### config.mk
export PLATFORM = sky130hd
export DESIGN_NAME = cu_top
export DESIGN_NICKNAME = d
export VERILOG_FILES = /design/src/rtl/cu_pkg.sv /design/src/rtl/cu_top.sv
export VERILOG_INCLUDE_DIRS = /design/src /design/src/rtl
export SDC_FILE = /design/constraint.sdc
export NUM_CORES = 1
export LEC_CHECK = 0
export ABC_AREA = 1
export ABC_CLOCK_PERIOD_IN_PS = 4700
export BUFFER_PORTS_ARGS = -buffer_cell sky130_fd_sc_hd__buf_2
export CORE_MARGIN = 4
export CORE_UTILIZATION = 30
export CTS_CLUSTER_DIAMETER = 120
export DETAILED_ROUTE_END_ITERATION = 7
export HOLD_SLACK_MARGIN = 0.08
export MAX_ROUTING_LAYER = met4
export PLACE_DENSITY = 0.56
export SLEW_MARGIN = 30
export SYNTH_ARGS = -nofsm -noshare
export SYNTH_HDL_FRONTEND = slang
export SYNTH_SLANG_ARGS = --single-unit
### constraint.sdc
create_clock -name core_clk -period 4.7 [get_ports core_clk]
set_input_delay 0.94 -clock core_clk [delete_from_list [all_inputs] [get_ports core_clk]]
set_output_delay 0.94 -clock core_clk [all_outputs]
set_load 0.005 [all_outputs]
### src/rtl/cu_map.svh
// Register offsets, field positions, reset values and counts of the crypto unit
`ifndef CU_MAP_SVH
`define CU_MAP_SVH
`define CU_OFS_ACCEL   8'h00
`define CU_OFS_MCFG    8'h04
`define CU_OFS_JBASE   8'h08
`define CU_OFS_JADD    8'h0C
`define CU_OFS_SMERR   8'h10
`define CU_OFS_PART    8'h14
`define CU_OFS_SMADDR  8'h18
`define CU_OFS_SMDATA  8'h1C
`define CU_OFS_ISTAT   8'h20
`define CU_OFS_IEN     8'h24
`define CU_OFS_ICLR    8'h28
`define CU_OFS_RESULT  8'h2C
`define CU_AES_LSB     0
`define CU_DES_LSB     4
`define CU_RC4_LSB     8
`define CU_AES_UNITS   4'h1
`define CU_DES_UNITS   4'h1
`define CU_RC4_UNITS   4'h1
`define CU_DEPTH_RST   2'h2
`define CU_IRQ_SMERR   0
`define CU_IRQ_DONE    1
`define CU_JQ_LEN      8'h01
`define CU_DE_LEN      8'h03
`define CU_JOB_STRIDE  32'h0000_0008
`define CU_FUSE_SETTLE 2'h3
`endif

### src/rtl/cu_pkg.sv
// Types shared by the crypto unit design
package cu_pkg;
    typedef logic [31:0] cu_word_t;
    typedef enum logic [3:0] {
        JQ_IDLE = 4'h1,
        JQ_ADDR = 4'h2,
        JQ_DATA = 4'h4,
        JQ_HOLD = 4'h8
    } cu_jq_state_t;
    typedef enum logic [2:0] {
        DE_IDLE = 3'h1,
        DE_ADDR = 3'h2,
        DE_DATA = 3'h4
    } cu_de_state_t;
    typedef enum logic [1:0] {
        ERR_NONE  = 2'h0,
        ERR_SW_WR = 2'h1,
        ERR_SW_RD = 2'h2,
        ERR_BLOB  = 2'h3
    } cu_err_t;
    typedef enum logic {
        ID_JQ = 1'b0,
        ID_DE = 1'b1
    } cu_id_t;
endpackage

### src/rtl/cu_top.sv
// Crypto unit: capability count, secure key memory and AXI read master
`timescale 1ns/1ps
`include "cu_map.svh"
module cu_top (
    input  wire logic            core_clk,
    input  wire logic            rstn,
    input  wire logic [7:0]      regAddr,
    input  cu_pkg::cu_word_t     regWdata,
    input  wire logic            regWr,
    input  wire logic            regRd,
    output cu_pkg::cu_word_t     regRdata,
    input  wire logic            fusePin,
    input  wire logic            blobWrite,
    input  wire logic [3:0]      blobAddr,
    input  cu_pkg::cu_word_t     blobData,
    input  wire logic            keyRead,
    input  wire logic [3:0]      keyAddr,
    output cu_pkg::cu_word_t     keyData,
    output logic                 arvalid,
    input  wire logic            arready,
    output cu_pkg::cu_word_t     araddr,
    output logic [0:0]           arid,
    output logic [7:0]           arlen,
    input  wire logic            rvalid,
    output logic                 rready,
    input  wire logic [0:0]      rid,
    input  cu_pkg::cu_word_t     rdata,
    input  wire logic            rlast,
    output logic                 irq
);
    import cu_pkg::*;

    function automatic logic partProt(input logic [3:0] cfg, input logic [3:0] a);
        partProt = cfg[{a[3], 1'b0}];
    endfunction

    function automatic logic partBlob(input logic [3:0] cfg, input logic [3:0] a);
        partBlob = cfg[{a[3], 1'b1}];
    endfunction

    // Fuse sync and one-time capture
    logic       fuseS1_reg, fuseS2_reg;
    logic [1:0] settle_reg, settle_next;
    logic       capDone_reg, capDone_next;
    logic       blown_reg, blown_next;
    logic [11:0] accelCount;

    always_comb begin
        settle_next  = settle_reg;
        capDone_next = capDone_reg;
        blown_next   = blown_reg;
        if (!capDone_reg) begin
            // Wait for the synchroniser to fill before trusting the fuse
            if (settle_reg == `CU_FUSE_SETTLE) begin
                capDone_next = 1'b1;
                blown_next   = fuseS2_reg;
            end else begin
                settle_next = settle_reg + 2'h1;
            end
        end
    end

    always_ff @(posedge core_clk or negedge rstn) begin
        if (!rstn) begin
            fuseS1_reg  <= 1'b0;
            fuseS2_reg  <= 1'b0;
            settle_reg  <= 2'h0;
            capDone_reg <= 1'b0;
            blown_reg   <= 1'b1;
        end else begin
            fuseS1_reg  <= fusePin;
            fuseS2_reg  <= fuseS1_reg;
            settle_reg  <= settle_next;
            capDone_reg <= capDone_next;
            blown_reg   <= blown_next;
        end
    end

    // Unknown until captured, so report no units meanwhile
    assign accelCount = (blown_reg || !capDone_reg) ? 12'h000 :
        {`CU_RC4_UNITS, `CU_DES_UNITS, `CU_AES_UNITS};

    // Register file, secure memory and interrupts
    cu_word_t   smMem [16];
    logic [1:0] depth_reg, depth_next;
    logic [3:0] part_reg, part_next;
    logic [3:0] smAddr_reg, smAddr_next;
    cu_word_t   jobBase_reg, jobBase_next;
    logic [3:0] pending_reg, pending_next;
    cu_err_t    err_reg, err_next;
    logic [1:0] iStat_reg, iStat_next;
    logic [1:0] iEn_reg, iEn_next;
    cu_word_t   rdData_reg, rdData_next;
    cu_word_t   key_reg;
    logic       swWr, swRd, swDenyWr, swDenyRd, blobOk, errRead;
    logic       errSet, grantJq, grantDe, jobDone;
    cu_err_t    errNew;
    cu_word_t   result_reg;

    assign swWr     = regWr && regAddr == `CU_OFS_SMDATA;
    assign swRd     = regRd && regAddr == `CU_OFS_SMDATA;
    assign swDenyWr = swWr && partProt(part_reg, smAddr_reg);
    assign swDenyRd = swRd && partProt(part_reg, smAddr_reg);
    assign blobOk   = !partProt(part_reg, blobAddr) || partBlob(part_reg, blobAddr);
    assign errRead  = regRd && regAddr == `CU_OFS_SMERR;

    always_comb begin
        errSet = 1'b1;
        // Internal blob fault outranks a software fault in the same cycle
        if (blobWrite && !blobOk) begin
            errNew = ERR_BLOB;
        end else if (swDenyWr) begin
            errNew = ERR_SW_WR;
        end else if (swDenyRd) begin
            errNew = ERR_SW_RD;
        end else begin
            errNew = ERR_NONE;
            errSet = 1'b0;
        end
    end

    always_comb begin
        depth_next   = depth_reg;
        part_next    = part_reg;
        smAddr_next  = smAddr_reg;
        jobBase_next = jobBase_reg;
        pending_next = pending_reg;
        iEn_next     = iEn_reg;
        rdData_next  = 32'h0000_0000;
        if (grantJq) begin
            pending_next = pending_reg - 4'h1;
        end
        if (regWr) begin
            unique case (regAddr)
                `CU_OFS_MCFG:   depth_next = regWdata[1:0];
                `CU_OFS_JBASE:  jobBase_next = regWdata;
                `CU_OFS_JADD:   pending_next = pending_next + regWdata[3:0];
                `CU_OFS_PART:   part_next = regWdata[3:0];
                `CU_OFS_SMADDR: smAddr_next = regWdata[3:0];
                `CU_OFS_IEN:    iEn_next = regWdata[1:0];
                default:        ;
            endcase
        end
        if (regRd) begin
            unique case (regAddr)
                `CU_OFS_ACCEL:  rdData_next = {20'h0_0000, accelCount};
                `CU_OFS_MCFG:   rdData_next = {30'h0000_0000, depth_reg};
                `CU_OFS_JBASE:  rdData_next = jobBase_reg;
                `CU_OFS_JADD:   rdData_next = {28'h000_0000, pending_reg};
                `CU_OFS_SMERR:  rdData_next = {30'h0000_0000, err_reg};
                `CU_OFS_PART:   rdData_next = {28'h000_0000, part_reg};
                `CU_OFS_SMADDR: rdData_next = {28'h000_0000, smAddr_reg};
                `CU_OFS_SMDATA: rdData_next = swDenyRd ? 32'h0000_0000 : smMem[smAddr_reg];
                `CU_OFS_ISTAT:  rdData_next = {30'h0000_0000, iStat_reg};
                `CU_OFS_IEN:    rdData_next = {30'h0000_0000, iEn_reg};
                `CU_OFS_RESULT: rdData_next = result_reg;
                default:        rdData_next = 32'h0000_0000;
            endcase
        end
        // A new error wins over the clearing read
        err_next = errSet ? errNew : (errRead ? ERR_NONE : err_reg);
        iStat_next = iStat_reg;
        if (regWr && regAddr == `CU_OFS_ICLR) begin
            iStat_next = iStat_reg & ~regWdata[1:0];
        end
        iStat_next[`CU_IRQ_SMERR] = iStat_next[`CU_IRQ_SMERR] | errSet;
        iStat_next[`CU_IRQ_DONE]  = iStat_next[`CU_IRQ_DONE] | jobDone;
    end

    always_ff @(posedge core_clk or negedge rstn) begin
        if (!rstn) begin
            depth_reg   <= `CU_DEPTH_RST;
            part_reg    <= 4'h0;
            smAddr_reg  <= 4'h0;
            jobBase_reg <= 32'h0000_0000;
            pending_reg <= 4'h0;
            err_reg     <= ERR_NONE;
            iStat_reg   <= 2'h0;
            iEn_reg     <= 2'h0;
            rdData_reg  <= 32'h0000_0000;
            key_reg     <= 32'h0000_0000;
        end else begin
            depth_reg   <= depth_next;
            part_reg    <= part_next;
            smAddr_reg  <= smAddr_next;
            jobBase_reg <= jobBase_next;
            pending_reg <= pending_next;
            err_reg     <= err_next;
            iStat_reg   <= iStat_next;
            iEn_reg     <= iEn_next;
            rdData_reg  <= rdData_next;
            if (keyRead) begin
                key_reg <= smMem[keyAddr];
            end
        end
    end

    // Blob port has the single write port first; a software write colliding with an accepted blob write is dropped
    always_ff @(posedge core_clk) begin
        if (blobWrite && blobOk) begin
            smMem[blobAddr] <= blobData;
        end else if (swWr && !swDenyWr) begin
            smMem[smAddr_reg] <= regWdata;
        end
    end

    assign regRdata = rdData_reg;
    assign keyData  = key_reg;
    assign irq      = |(iStat_reg & iEn_reg);

    // Job queue, descriptor executor and AR issue
    cu_jq_state_t jq_reg, jq_next;
    cu_de_state_t de_reg, de_next;
    logic [3:0]   jobIdx_reg, jobIdx_next;
    cu_word_t     ptr_reg, ptr_next, deAddr_reg, deAddr_next, result_next;
    logic [7:0]   jqBeat_reg, jqBeat_next, deBeat_reg, deBeat_next;
    logic         arValid_reg, arValid_next;
    cu_word_t     arAddr_reg, arAddr_next;
    logic [0:0]   arId_reg, arId_next;
    logic [7:0]   arLen_reg, arLen_next;
    logic [1:0]   outst, limit;
    logic         canIssue, beatJq, beatDe;

    // Depth 0 is treated as 1 so the master never stalls forever
    assign limit    = (depth_reg == 2'h0) ? 2'h1 : depth_reg;
    assign outst    = {1'b0, jq_reg == JQ_DATA} + {1'b0, de_reg == DE_DATA};
    assign canIssue = !arValid_reg && outst < limit;
    assign grantDe  = canIssue && de_reg == DE_ADDR;
    assign grantJq  = canIssue && jq_reg == JQ_ADDR && !grantDe;
    assign beatJq   = rvalid && rid == ID_JQ && jq_reg == JQ_DATA;
    assign beatDe   = rvalid && rid == ID_DE && de_reg == DE_DATA;
    assign jobDone  = beatDe && rlast;

    always_comb begin
        jq_next     = jq_reg;
        de_next     = de_reg;
        jobIdx_next = jobIdx_reg;
        ptr_next    = ptr_reg;
        deAddr_next = deAddr_reg;
        jqBeat_next = jqBeat_reg;
        deBeat_next = deBeat_reg;
        result_next = result_reg;
        unique case (jq_reg)
            JQ_IDLE: if (pending_reg != 4'h0) jq_next = JQ_ADDR;
            JQ_ADDR: if (grantJq) jq_next = JQ_DATA;
            JQ_DATA: begin
                if (beatJq) begin
                    jqBeat_next = jqBeat_reg + 8'h01;
                    if (jqBeat_reg == 8'h00) ptr_next = rdata;
                    if (rlast) jq_next = JQ_HOLD;
                end
            end
            JQ_HOLD: begin
                if (de_reg == DE_IDLE) begin
                    jq_next     = JQ_IDLE;
                    jqBeat_next = 8'h00;
                    jobIdx_next = jobIdx_reg + 4'h1;
                end
            end
        endcase
        unique case (de_reg)
            DE_IDLE: begin
                if (jq_reg == JQ_HOLD) begin
                    de_next     = DE_ADDR;
                    deAddr_next = ptr_reg;
                    deBeat_next = 8'h00;
                    result_next = 32'h0000_0000;
                end
            end
            DE_ADDR: if (grantDe) de_next = DE_DATA;
            DE_DATA: begin
                if (beatDe) begin
                    deBeat_next = deBeat_reg + 8'h01;
                    result_next = result_reg ^ rdata;
                    if (rlast) de_next = DE_IDLE;
                end
            end
        endcase
        arValid_next = arValid_reg && !arready;
        arAddr_next  = arAddr_reg;
        arId_next    = arId_reg;
        arLen_next   = arLen_reg;
        if (grantDe) begin
            arValid_next = 1'b1;
            arAddr_next  = deAddr_reg;
            arId_next    = ID_DE;
            arLen_next   = `CU_DE_LEN;
        end else if (grantJq) begin
            arValid_next = 1'b1;
            arAddr_next  = jobBase_reg + (32'(jobIdx_reg) * `CU_JOB_STRIDE);
            arId_next    = ID_JQ;
            arLen_next   = `CU_JQ_LEN;
        end
    end

    always_ff @(posedge core_clk or negedge rstn) begin
        if (!rstn) begin
            jq_reg      <= JQ_IDLE;
            de_reg      <= DE_IDLE;
            jobIdx_reg  <= 4'h0;
            ptr_reg     <= 32'h0000_0000;
            deAddr_reg  <= 32'h0000_0000;
            jqBeat_reg  <= 8'h00;
            deBeat_reg  <= 8'h00;
            result_reg  <= 32'h0000_0000;
            arValid_reg <= 1'b0;
            arAddr_reg  <= 32'h0000_0000;
            arId_reg    <= 1'b0;
            arLen_reg   <= 8'h00;
        end else begin
            jq_reg      <= jq_next;
            de_reg      <= de_next;
            jobIdx_reg  <= jobIdx_next;
            ptr_reg     <= ptr_next;
            deAddr_reg  <= deAddr_next;
            jqBeat_reg  <= jqBeat_next;
            deBeat_reg  <= deBeat_next;
            result_reg  <= result_next;
            arValid_reg <= arValid_next;
            arAddr_reg  <= arAddr_next;
            arId_reg    <= arId_next;
            arLen_reg   <= arLen_next;
        end
    end

    assign arvalid = arValid_reg;
    assign araddr  = arAddr_reg;
    assign arid    = arId_reg;
    assign arlen   = arLen_reg;
    assign rready  = 1'b1;

    chk_accel_read: assert property (@(posedge core_clk) disable iff (!rstn)
        regRd && regAddr == `CU_OFS_ACCEL |=> regRdata == {20'h0_0000, $past(accelCount)})
        else $error("capability read mismatch");
    chk_fuse_zero: assert property (@(posedge core_clk) disable iff (!rstn)
        capDone_reg && fuseS2_reg && !$past(capDone_reg) |-> accelCount == 12'h000)
        else $error("blown fuse shows units");
    chk_cap_hold: assert property (@(posedge core_clk) disable iff (!rstn)
        capDone_reg |=> $stable(accelCount) && capDone_reg)
        else $error("capability changed after capture");
    chk_sw_deny: assert property (@(posedge core_clk) disable iff (!rstn)
        swDenyWr && !blobWrite |=> err_reg == ERR_SW_WR)
        else $error("denied write not logged");
    chk_blob_lands: assert property (@(posedge core_clk) disable iff (!rstn)
        blobWrite && blobOk |=> smMem[$past(blobAddr)] == $past(blobData))
        else $error("blob write lost");
    chk_blob_noerr: assert property (@(posedge core_clk) disable iff (!rstn)
        blobWrite && blobOk && !swDenyWr && !swDenyRd && !errRead |=> $stable(err_reg))
        else $error("false error on blob write");
    chk_err_clear: assert property (@(posedge core_clk) disable iff (!rstn)
        errRead && !errSet |=> err_reg == ERR_NONE)
        else $error("error not cleared by read");
    chk_depth_one: assert property (@(posedge core_clk) disable iff (!rstn)
        depth_reg == 2'h1 && $stable(depth_reg) |-> outst <= 2'h1)
        else $error("too many outstanding");
    chk_jq_submit: assert property (@(posedge core_clk) disable iff (!rstn)
        grantJq |-> pending_reg != 4'h0)
        else $error("fetch without submitted job");
    chk_beat_steer: assert property (@(posedge core_clk) disable iff (!rstn)
        beatJq && rlast |=> jq_reg == JQ_HOLD ##0 de_reg == $past(de_next))
        else $error("beat steering wrong");
    chk_ar_hold: assert property (@(posedge core_clk) disable iff (!rstn)
        arvalid && !arready |=> arvalid && $stable(araddr) && $stable(arid))
        else $error("AR dropped before accept");
endmodule

Word-level counts from Yosys, hierarchy flattened
Memory sizes are Yosys's and may differ from the RTL's. A register that Yosys moved wholly into a read port is not among the register bits. Index checks and enable logic that the tools add are counted. W data, S select, Z words.

Bits in registers: 247. Bits in latches: 0. Bits in writable memories: 512. Memory bits (read-only): 0. Input port bits: 123. Output and inout port bits: 108. Word-level logic and storage cells: 184. Memories kept: 1.

Memories: smMem (words 16, bits a word 32, read ports 2, clocked after Yosys merged registers in 1, wr ports 1, line cu_top.sv:84) `cu_word_t smMem [16];`.

Add/subtract/negate cells: 7. $mul: 0. Divide/modulo/power cells: 0. Order comparisons: 4. Eq/ne operators: 28. Shifts and indexed selects: 0. Muxes and demuxes: 58. Bitwise logic cells: 9. Reductions and logical operators: 52.

Operators by type and width (number): $pmux W32 S11 (1); $mux W32 (7); $pmux W32 S2 (1); $mux W4 (9); $add A32 B7 Y32 (1); $eq A8 B5 Y1 const B (4); $eq A8 B6 Y1 const B (4); $mux W8 (4); $reduce_or A32 Y1 (1); $xor A32 B32 Y32 (1); $mux W1 (21); $logic_and A1 B1 Y1 (19); $eq A8 B4 Y1 const B (2); $logic_not A8 Y1 (2); $ne A2 B2 Y1 const B (8); $pmux W4 S4 (1); $pmux W8 S2 (1); $reduce_and A2 Y1 (8); $mux W2 (7); $mux W3 (4); $lt A2 B3 Y1 const B (3); $mux W9 (1); $pmux W3 S3 (1); $reduce_and A3 Y1 (3); 29 further kinds (44).

Depth between registers and ports, before layout
Gate-level depths: netlist (run 1).

Word-level depth: 11. Depth in mapped cells: 19. Mapped depth without buffers: 19.

Worst setup path before layout (run 1)
OpenSTA, ideal clock, no wires.

Path kind: input-to-reg. Start point: input port regAddr[0]. End point: memory smMem[0][0] in the netlist's numbering (enable). Library setup time: 421 ps. Data arrival time: 3312 ps. Required time: 4279 ps. Path slack: 967 ps. Stages on the path: 10. Path buffers: 1. Cell sequence: inv_1 > nand2_2 > nor2_4 > nand2_4 > nor2_8 > nand3_4 > buf_6 > o21ai_2 > nand2_1 > nor2_1.

Word-level cells in the longest chain between the ends: 10. Elaborated cells on any way between the ends: 11. Those cells by class: eq/ne: 1; mux: 5; reduce/logical: 5.

Ends and longest elaborated chain: start, declared (line cu_top.sv:7) `input wire logic [7:0] regAddr,`; $eq A8 B5 Y1 (*); $logic_and A1 B1 Y1 (no line) (*); $logic_and A1 B1 Y1 (line cu_top.sv:102) `assign swDenyWr = swWr && partProt(part_reg, smAddr_reg);`; $logic_not A1 Y1 (line cu_top.sv:202) `end else if (swWr && !swDenyWr) begin`; $logic_and A1 B1 Y1 (*) (line cu_top.sv:202); $mux W1 (*) (line cu_top.sv:202); $mux W1 (*) (line cu_top.sv:200) `if (blobWrite && blobOk) begin`; $mux W1 (not written as such) (*) (line cu_top.sv:203) `smMem[smAddr_reg] <= regWdata;`; $reduce_or A32 Y1 (no line); $mux W4 (no line) / $mux W1 (equally long branches); end, declared (line cu_top.sv:84).

Every way passes the cells marked *; elsewhere a longest branch is shown, timed or not.

Worst setup path in the final report (run 1)
Start point: register jq_reg[1]. End point: register pending_reg[3].

Word-level cells in the longest chain between the ends: 11. Elaborated cells on any way between the ends: 13. Those cells by class: add/sub: 2; order compare: 1; eq/ne: 2; mux: 3; reduce/logical: 5.

Ends and longest elaborated chain: start, declared (line cu_top.sv:212) `cu_jq_state_t jq_reg, jq_next;`; start signal, assigned (line cu_top.sv:311) `jq_reg <= jq_next;`; $eq A4 B3 Y1 (line cu_top.sv:226) `assign outst = {1'b0, jq_reg == JQ_DATA} + {1'b0, de_reg == DE_DATA};`; $add A1 B1 Y2 (line cu_top.sv:226); $lt A2 B2 Y1 (line cu_top.sv:227) `assign canIssue = !arValid_reg && outst < limit;`; $logic_and A1 B1 Y1 (line cu_top.sv:227); $logic_and A1 B1 Y1 (line cu_top.sv:228) `assign grantDe = canIssue && de_reg == DE_ADDR;`; $logic_not A1 Y1 (line cu_top.sv:229) `assign grantJq = canIssue && jq_reg == JQ_ADDR && !grantDe;`; $logic_and A1 B1 Y1 (*) (line cu_top.sv:229); $mux W4 (*) (line cu_top.sv:130) `if (grantJq) begin`; $add A4 B4 Y4 (line cu_top.sv:137) `` `CU_OFS_JADD: pending_next = pending_next + regWdata[3:0]; ``; $mux W4 (line cu_top.sv:134) `unique case (regAddr)`; $mux W4 (*) (line cu_top.sv:133) `if (regWr) begin`; via pending_next[3] (line cu_top.sv:89) `logic [3:0] pending_reg, pending_next;`; end signal, assigned (line cu_top.sv:187) `pending_reg <= pending_next;`; end, declared (line cu_top.sv:89).

Mark *: on every way through the listed nets, which the timed path passes. The rest lies on a longest branch. A chain may end at the register's enable or synchronous reset.

==> results.md, run 1 <==
* Status: finished, final reports clean
* TritonCTS clock tree: yes
* Grt ovf at 0
* FF-to-FF Start: jq_reg[1]
* Hold Vio Cnt, Final at 0
* TNS Setup at 0 ps
* Syn-to-layout area delta at 16.0%
* Post-synth top area share at between 40% and 50%
* Top cell type by total area after synthesis: edfxtp_1
* Most flops, register: smMem
* Post-synth top flop: edfxtp_1
* Register area share after synthesis at 58.0%
* Max-Cap Viols at 0
* Fin nets at about 4700
* Post-Synthesis Cells at around 4400
* Die Y at ~360 um
* WL final at 140 mm
* Count of input and output buffers at roughly 220
* Synthesis-stage register bit count at a little under 800
* Worst Tran Pin Value at between 1000 and 1500 ps
* Data required time of the worst path at 5240 ps
* Via-to-Cell Ratio at 5.24
* Vias in the first global route at slightly above 30000
* FF-to-FF setup slack at around 1100 ps
* Worst reg2reg endpoint: pending_reg[3]
* CP Capture Type: flip-flop
* Initial antenna violation count at 6
* Die Outline Area at 133000 sq um
* Worst setup margin at about 1100 ps
* DRC at 0
* Final core occ at a little over a third
* Synth Cell Area at 38200 sq um
* Post-synth EDFFs at 512
* Initial drt markers at 3967
* Critical path startpoint category: flip-flop
* Critical path arrival at 4100 ps
* Critical path type: reg -> reg
* Dpl cells at between 6000 and 7000
* PnR Total Power at 18200 uW
* First-pass GRT wire length at a little over 200 mm
* Max FFs per register at a little over 500
* Max-slew violations at 0
* Most frequent cell after synthesis: nand2_1
* Max frequency at ~0.28 GHz
* Pre-antenna DRT Iters at 6
* Post-CTS Setup Bufs at 0
* Clk slew on worst S/H paths at 60 ps
* Die width at 365 um
* VDD IR max at between 0.0002 and 0.00025 V
* Final-layout fill cell count at 12700
* Pre-CTS setup slack at around 650 ps
* Asr flop ratio synth at between 30% and 40%
* Clock sinks at about 780
* Worst clock skew at ~34 ps
* Worst Reg-to-Reg Cells at 17
* Largest net degree at the start of global routing at around 150
* Via Count at around 33000
* Synth area leaders: edfxtp_1 (40%), dfrtp_1 (18%), nand2_1 (15%)
* H-tree depth at 3
* DP HPWL at 89.0 mm
* Resized cells post-CTS at 0
* Core area at 126000 sq um
* Slew HR at between 30% and 40%
* Row count at 130
* Worst hold path class: in -> async
* Clock Latency Late Sink at ~700 ps
* Commonest cells in the netlist: nand2_1 (1566), nand3_1 (960), edfxtp_1 (512)
* # IOs at around 230
* GP Congestion at 0.946
* Synth unique cells at 48
* PwrDens at ~410 nW/um^2
* Lkg Pwr at around 0.019 uW
* CTS hold repair buffers at 0
* Post-DRT Antenna Nets at 0
* Warnings, synthesis at 0
* RSZ-0062 raised after global routing: false
* Tcrit/Tclk final at 75.7%
* Finished Layout Cells at ~6300
* Num CTS Buffers at 86
* DR WL/cell at approximately 22 um
* Worst-case clock buffer depth at 3
* Tmin final at between 3000 and 4000 ps
* Worst-path fanout max at 13
* Final Setup Violations at 0
* Mean Syn Cell Area at about 8.6 sq um
* Clk root buf: clkbuf_16
* Layout cells sized above 1 at around 11%
* Tot GR Track Use at 20.9%
* Initial Util at between 30 and 40%
==> power by group <==
part           switching (uW)  internal, uW  leakage, uW
sequential                384          7930      0.00804
clock                    2880          4090      0.00140
combinational            2000           878      0.00911
total                    5260         12900       0.0186
==> worst max path at each step <==
stage | start | endpoint | slack (ps) | depth (start not counted)
2_1_floorplan | regAddr[0] | smMem[0][0] | 970 | 10
3_3_place_gp | regAddr[6] | smMem[1][13] | 700 | 12
3_5_place_dp | regAddr[7] | smMem[3][19] | 650 | 12
4_1_cts | jq_reg[1] | pending_reg[3] | 1130 | 17
5_1_grt | jq_reg[0] | pending_reg[3] | 770 | 18
6_report | jq_reg[1] | pending_reg[3] | 1140 | 17
==> critical path, stage by stage, from the launching register on <==
cell	delay (ps)
dfrtp_1	370
inv_1	70
nand2_1	80
nor3_1	280
ha_1	300
o21bai_1	150
nand2_1	110
nand4_1	550
o21ai_0	620
ha_1	320
nand3_1	100
nand2_1	60
nand2_1	70
nand3_1	70
nand2_1	100
nand2_1	50
o21ai_0	70
nand2_1	70
==> layout make-up <==
cell class	instances	area, sq um	share of cell area, %
diodes	5	12.5	0.0282
clock buffers	117	2390	5.40
clock inverters	45	514	1.16
inverters	250	953	2.15
multi-input cells	3114	14100	31.7
flip-flops and latches	784	22200	50.1
well taps	1650	2060	4.66
repair buffers	322	2120	4.78
==> per-stage QoR <==
stage                     hold WS, ps  area [sq um]
final                             320         44300
after global placement            337         41400
after floorplan                   331         38300
after detailed placement          341         41400
after CTS                         354         44300
after global routing              360         44300
==> cell families after synthesis <==
logic type / after synthesis / synth area share (%)
AO/OA/AOI/OAI: 319 / 4.54
XOR/XNOR: 18 / 0.412
adder cells (fa/ha/maj): 16 / 0.563
buffers and inverters: 534 / 5.57
flip-flops: 784 / 58.0
other: 2 / 0.0196
AND/OR/NAND/NOR: 2754 / 30.9
==> per-layer routing <==
| layer | track usage (%) | wire [um] |
|---|---|---|
| met1 | 27.8 | 58900 |
| met2 | 32.8 | 65300 |
| met3 | 3.08 | 10200 |
| met4 | 7.59 | 5270 |
| met5 | - | 0 |
==> cells in the final DEF (no fill, tap or decap), types with 19 or more instances in the layout <==
master        n
edfxtp_1    512
o21ai_1      33
o22ai_1      26
inv_1       236
a31oi_1      34
nor2_1       92
buf_12       19
clkbuf_1     20
nor3_1       79
nand2_1    1566
buf_4        82
a21oi_1      78
o21ai_0     126
buf_2       219
clkbuf_16    88
dfrtp_1     264
nand3_1     960
nor2_4       19
(Power assumes the default switching activity.)
==> run 2, diff against run 1 <==
ABC_AREA = 0   (was 1)
ABC_CLOCK_PERIOD_IN_PS = 2900   (was 4700)
PLACE_DENSITY = 0.58   (was 0.56)
clock period = 2.9 ns   (was 4.7 ns; I/O delays follow)
==> run 2 against run 1 <==
Against the previous run: critical endpoint is now pending_reg[2]; sequential cell count stayed put; count of clock-buffer cells in the layout down 19; non-clock buffer count up 95; clock power rose by 62%; maximum frequency up 11%; critical path type unchanged; the run now ends with setup timing left.
==> results.md, run 2 <==
* Critical path type: reg -> reg
* Layout cells sized above 1 at 38.9% (+28 points)
* Initial antenna violation count at 10 (+4)
* Via Count at 22600 (-31%)
* Metal2 WL at 53.7 mm (-18%)
* # IOs at 231 (unchanged)
* Row count at 126 (-3.1%)
* Register area share after synthesis at 61.6% (+3.6 points)
* CP Buf/Inv Count at 3 (+2)
* Worst Reg-to-Reg Cells at 13 (-4)
* Worst hold path class: in -> reg
* Worst-case clock buffer depth at 3 (unchanged)
* DR WL/cell at 26.3 um (+18%)
* Synthesis-stage register bit count at 784 (unchanged)
* Reg area at 22200 sq um (about the same)
* Core area at 119000 sq um (-6.0%)
* Max FFs per register at 512 (unchanged)
* Hold Startpoint: arready
* Met1 wire length at 48.7 mm (-17%)
* Data required time of the worst path at 3420 ps (-1820 ps)
* H-tree depth at 3 (unchanged)
* GP Congestion at 0.849 (-10%)
* Slew HR at 34.3% (+0.99 points)
* Max frequency at 0.311 GHz (+11%)
* PnR Total Power at 28700 uW (+58%)
* CP Capture Type: flip-flop
* Initial Util at 30.4% (+0.049 points)
* Synth area leaders: edfxtp_1 (43%), dfrtp_1 (19%), mux4_2 (16%)
* Tmin final at 3210 ps (-345 ps)
* Die Outline Area at 126000 sq um (-5.7%)
* Clock Latency Late Sink at 650 ps (-30 ps)
* Post-DRT Antenna Nets at 0 (unchanged)
* Lkg Pwr at 0.0161 uW (-13%)
* Worst-path cell chain: or4b_4 > inv_4 > ha_4 > ha_4 > and3b_1 > a2111oi_4 > buf_4 > nand3_2 > xnor2_2 > ha_1 > buf_4 > xor2_1 > mux2_2
* Mean Syn Cell Area at 15.9 sq um (+84%)
* Pre-antenna DRT Iters at 5 (-1)
* Max-Cap Viols at 0 (unchanged)
* Largest net degree at the start of global routing at 68 (-54%)
* Worst hold endpoint: arvalid
* Worst clock skew at 22.2 ps (-11.9 ps)
* Via-to-Cell Ratio at 5.28 (+0.67%)
* Most flops, register: smMem
* Post-synth top area share at 42.7% (+2.5 points)
* Die width at 354 um (-2.9%)
* Initial drt markers at 2074 (-48%)
* FF-to-FF setup slack at -310 ps (-1460 ps)
* Delay-heaviest family, CP: simple AND/OR/NAND/NOR gates
* Syn-to-layout area delta at 21.9%
* Grt ovf at 0 (unchanged)
* Final Setup Violations at 3 (+3)
* Fin Hold WS at 145 ps (-176 ps)
* Tcrit/Tclk final at 111% (+35 points)
* Warnings, synthesis at 0 (unchanged)
* Worst reg2reg endpoint: pending_reg[2]
* Synth Cell Area at 36000 sq um (-5.8%)
* Vias in the first global route at 22600 (-27%)
* Uppermost routed layer: met4
* RSZ-0062 raised after global routing: true
* Most frequent cells in the layout: edfxtp_1 (512), dfrtp_1 (266), mux4_2 (256)
* Worst-path fanout max at 3 (-10)
* Post-synth EDFFs at 512 (unchanged)
* Status: finished with violations
* Tot GR Track Use at 18.0% (-2.9 points)
* Post-Synthesis Cells at 2272 (-49%)
* Worst setup margin at -314 ps (-1460 ps)
* Clk slew on worst S/H paths at 60 ps (about the same)
* Failing checks: setup timing
* Critical path arrival at 3730 ps (-370 ps)
* TritonCTS clock tree: yes
* Crit-path slowest cell: or4b_4
* Clk root buf: clkbuf_16
* Clock sinks at 784 (unchanged)
* Fin nets at 2756 (-41%)
* Num CTS Buffers at 81 (-5.8%)
* First-pass GRT wire length at 161 mm (-21%)
* Asr flop ratio synth at 34.7% (unchanged)
* Post-synth top flop: edfxtp_1
* FF-to-FF Start: jq_reg[1]
* Hold Vio Cnt, Final at 0 (unchanged)
* Pre-CTS setup slack at -265 ps (-910 ps)
* Max-slew violations at 0 (unchanged)
* Leading cell type in the layout, fill and taps excluded: edfxtp_1
* Worst Hold Depth at 2
* Count of input and output buffers at 223 (unchanged)
* Synth unique cells at 69 (+44%)
* Worst Tran Pin Value at 978 ps (-22.3 ps)
* Die Y at 354 um (-2.9%)
* Most frequent cell after synthesis: edfxtp_1
* DP HPWL at 74.5 mm (-16%)
* Max incr delay on CP at 540 ps (-80 ps)
* Area of the multi-input gates at 13300 sq um (-5.8%)
* PwrDens at 653 nW/um^2 (+59%)
* WL final at 113 mm (-19%)
* DRC at 0 (unchanged)
* Critical path startpoint category: flip-flop
* Commonest cells in the netlist: edfxtp_1 (512), dfrtp_1 (268), mux4_2 (256)
* Met3 routed wirelength at 8.15 mm (-20%)
* VDD IR max at 0.000387 V (+66%)
* Top cell type by total area after synthesis: edfxtp_1
* Final-layout fill cell count at 11200 (-12%)
run 2: kinds of logic after synthesis:
logic type / after synthesis / share of synthesized area, %
other cells: 2 / 0.0209
flops: 784 / 61.6
compound gates: 364 / 6.69
buf+inv: 216 / 2.53
simple gates: 395 / 5.43
xor+xnor: 48 / 1.17
mux: 447 / 22.0
fa+ha+maj: 16 / 0.598
run 2: cell type report:
class	instances	share of cell area, %
timing repair buffer	417	7.61
clock buffer	98	5.04
multi-input combinational	1277	30.2
sequential	784	50.5
clock inverter	53	1.52
antenna	5	0.0285
tap	1600	4.56
inverter	56	0.484
run 2: how the worst max path moves through the flow:
stage,to,cells after the start,slack [ps],start
global placement,pending_reg[3],14,-280,jq_reg[0]
CTS,pending_reg[2],13,-270,jq_reg[1]
detailed placement,pending_reg[2],11,-260,de_reg[1]
global route,pending_reg[3],14,-430,jq_reg[1]
finish,pending_reg[2],13,-310,jq_reg[1]
floorplan,pending_reg[3],14,-270,jq_reg[1]
run 2: through the flow:
stage                     TNS [ps]  utilization (%)  std cells  area (sq um)
after floorplan             -16300                -       2277         36200
after CTS                     -832             36.8       4273         43600
after global placement      -30010             34.3       4119         40700
after detailed placement    -39310             34.3       4119         40700
after global routing         -1590             37.0       4289         43900
final                         -817             37.0       4290         43900
run 2: routing by layer:
metal | global-route usage (%) | up-vias
met5 | - | -
met3 | 3.29 | 120
met2 | 28.3 | 849
met1 | 24.5 | 12000
li1 | - | 9665
met4 | 3.98 | 0
run 2: power breakdown:
group          total (uW)  leakage (uW)  internal [uW]  switching [uW]
clock network       11300       0.00141           6730            4560
logic                4290       0.00645           1920            2370
registers           13100       0.00821          12600             497
run 2: repair_timing:
action | CTS | global route
endpoints found under the hold margin | 61 | 0
resized for setup | 1 | 25
buffers inserted | 1 | 7
gates cloned | 0 | 4
setup endpoints to repair | 22 | 28
pin swaps | 3 | 3
hold buffers | 2 | 0
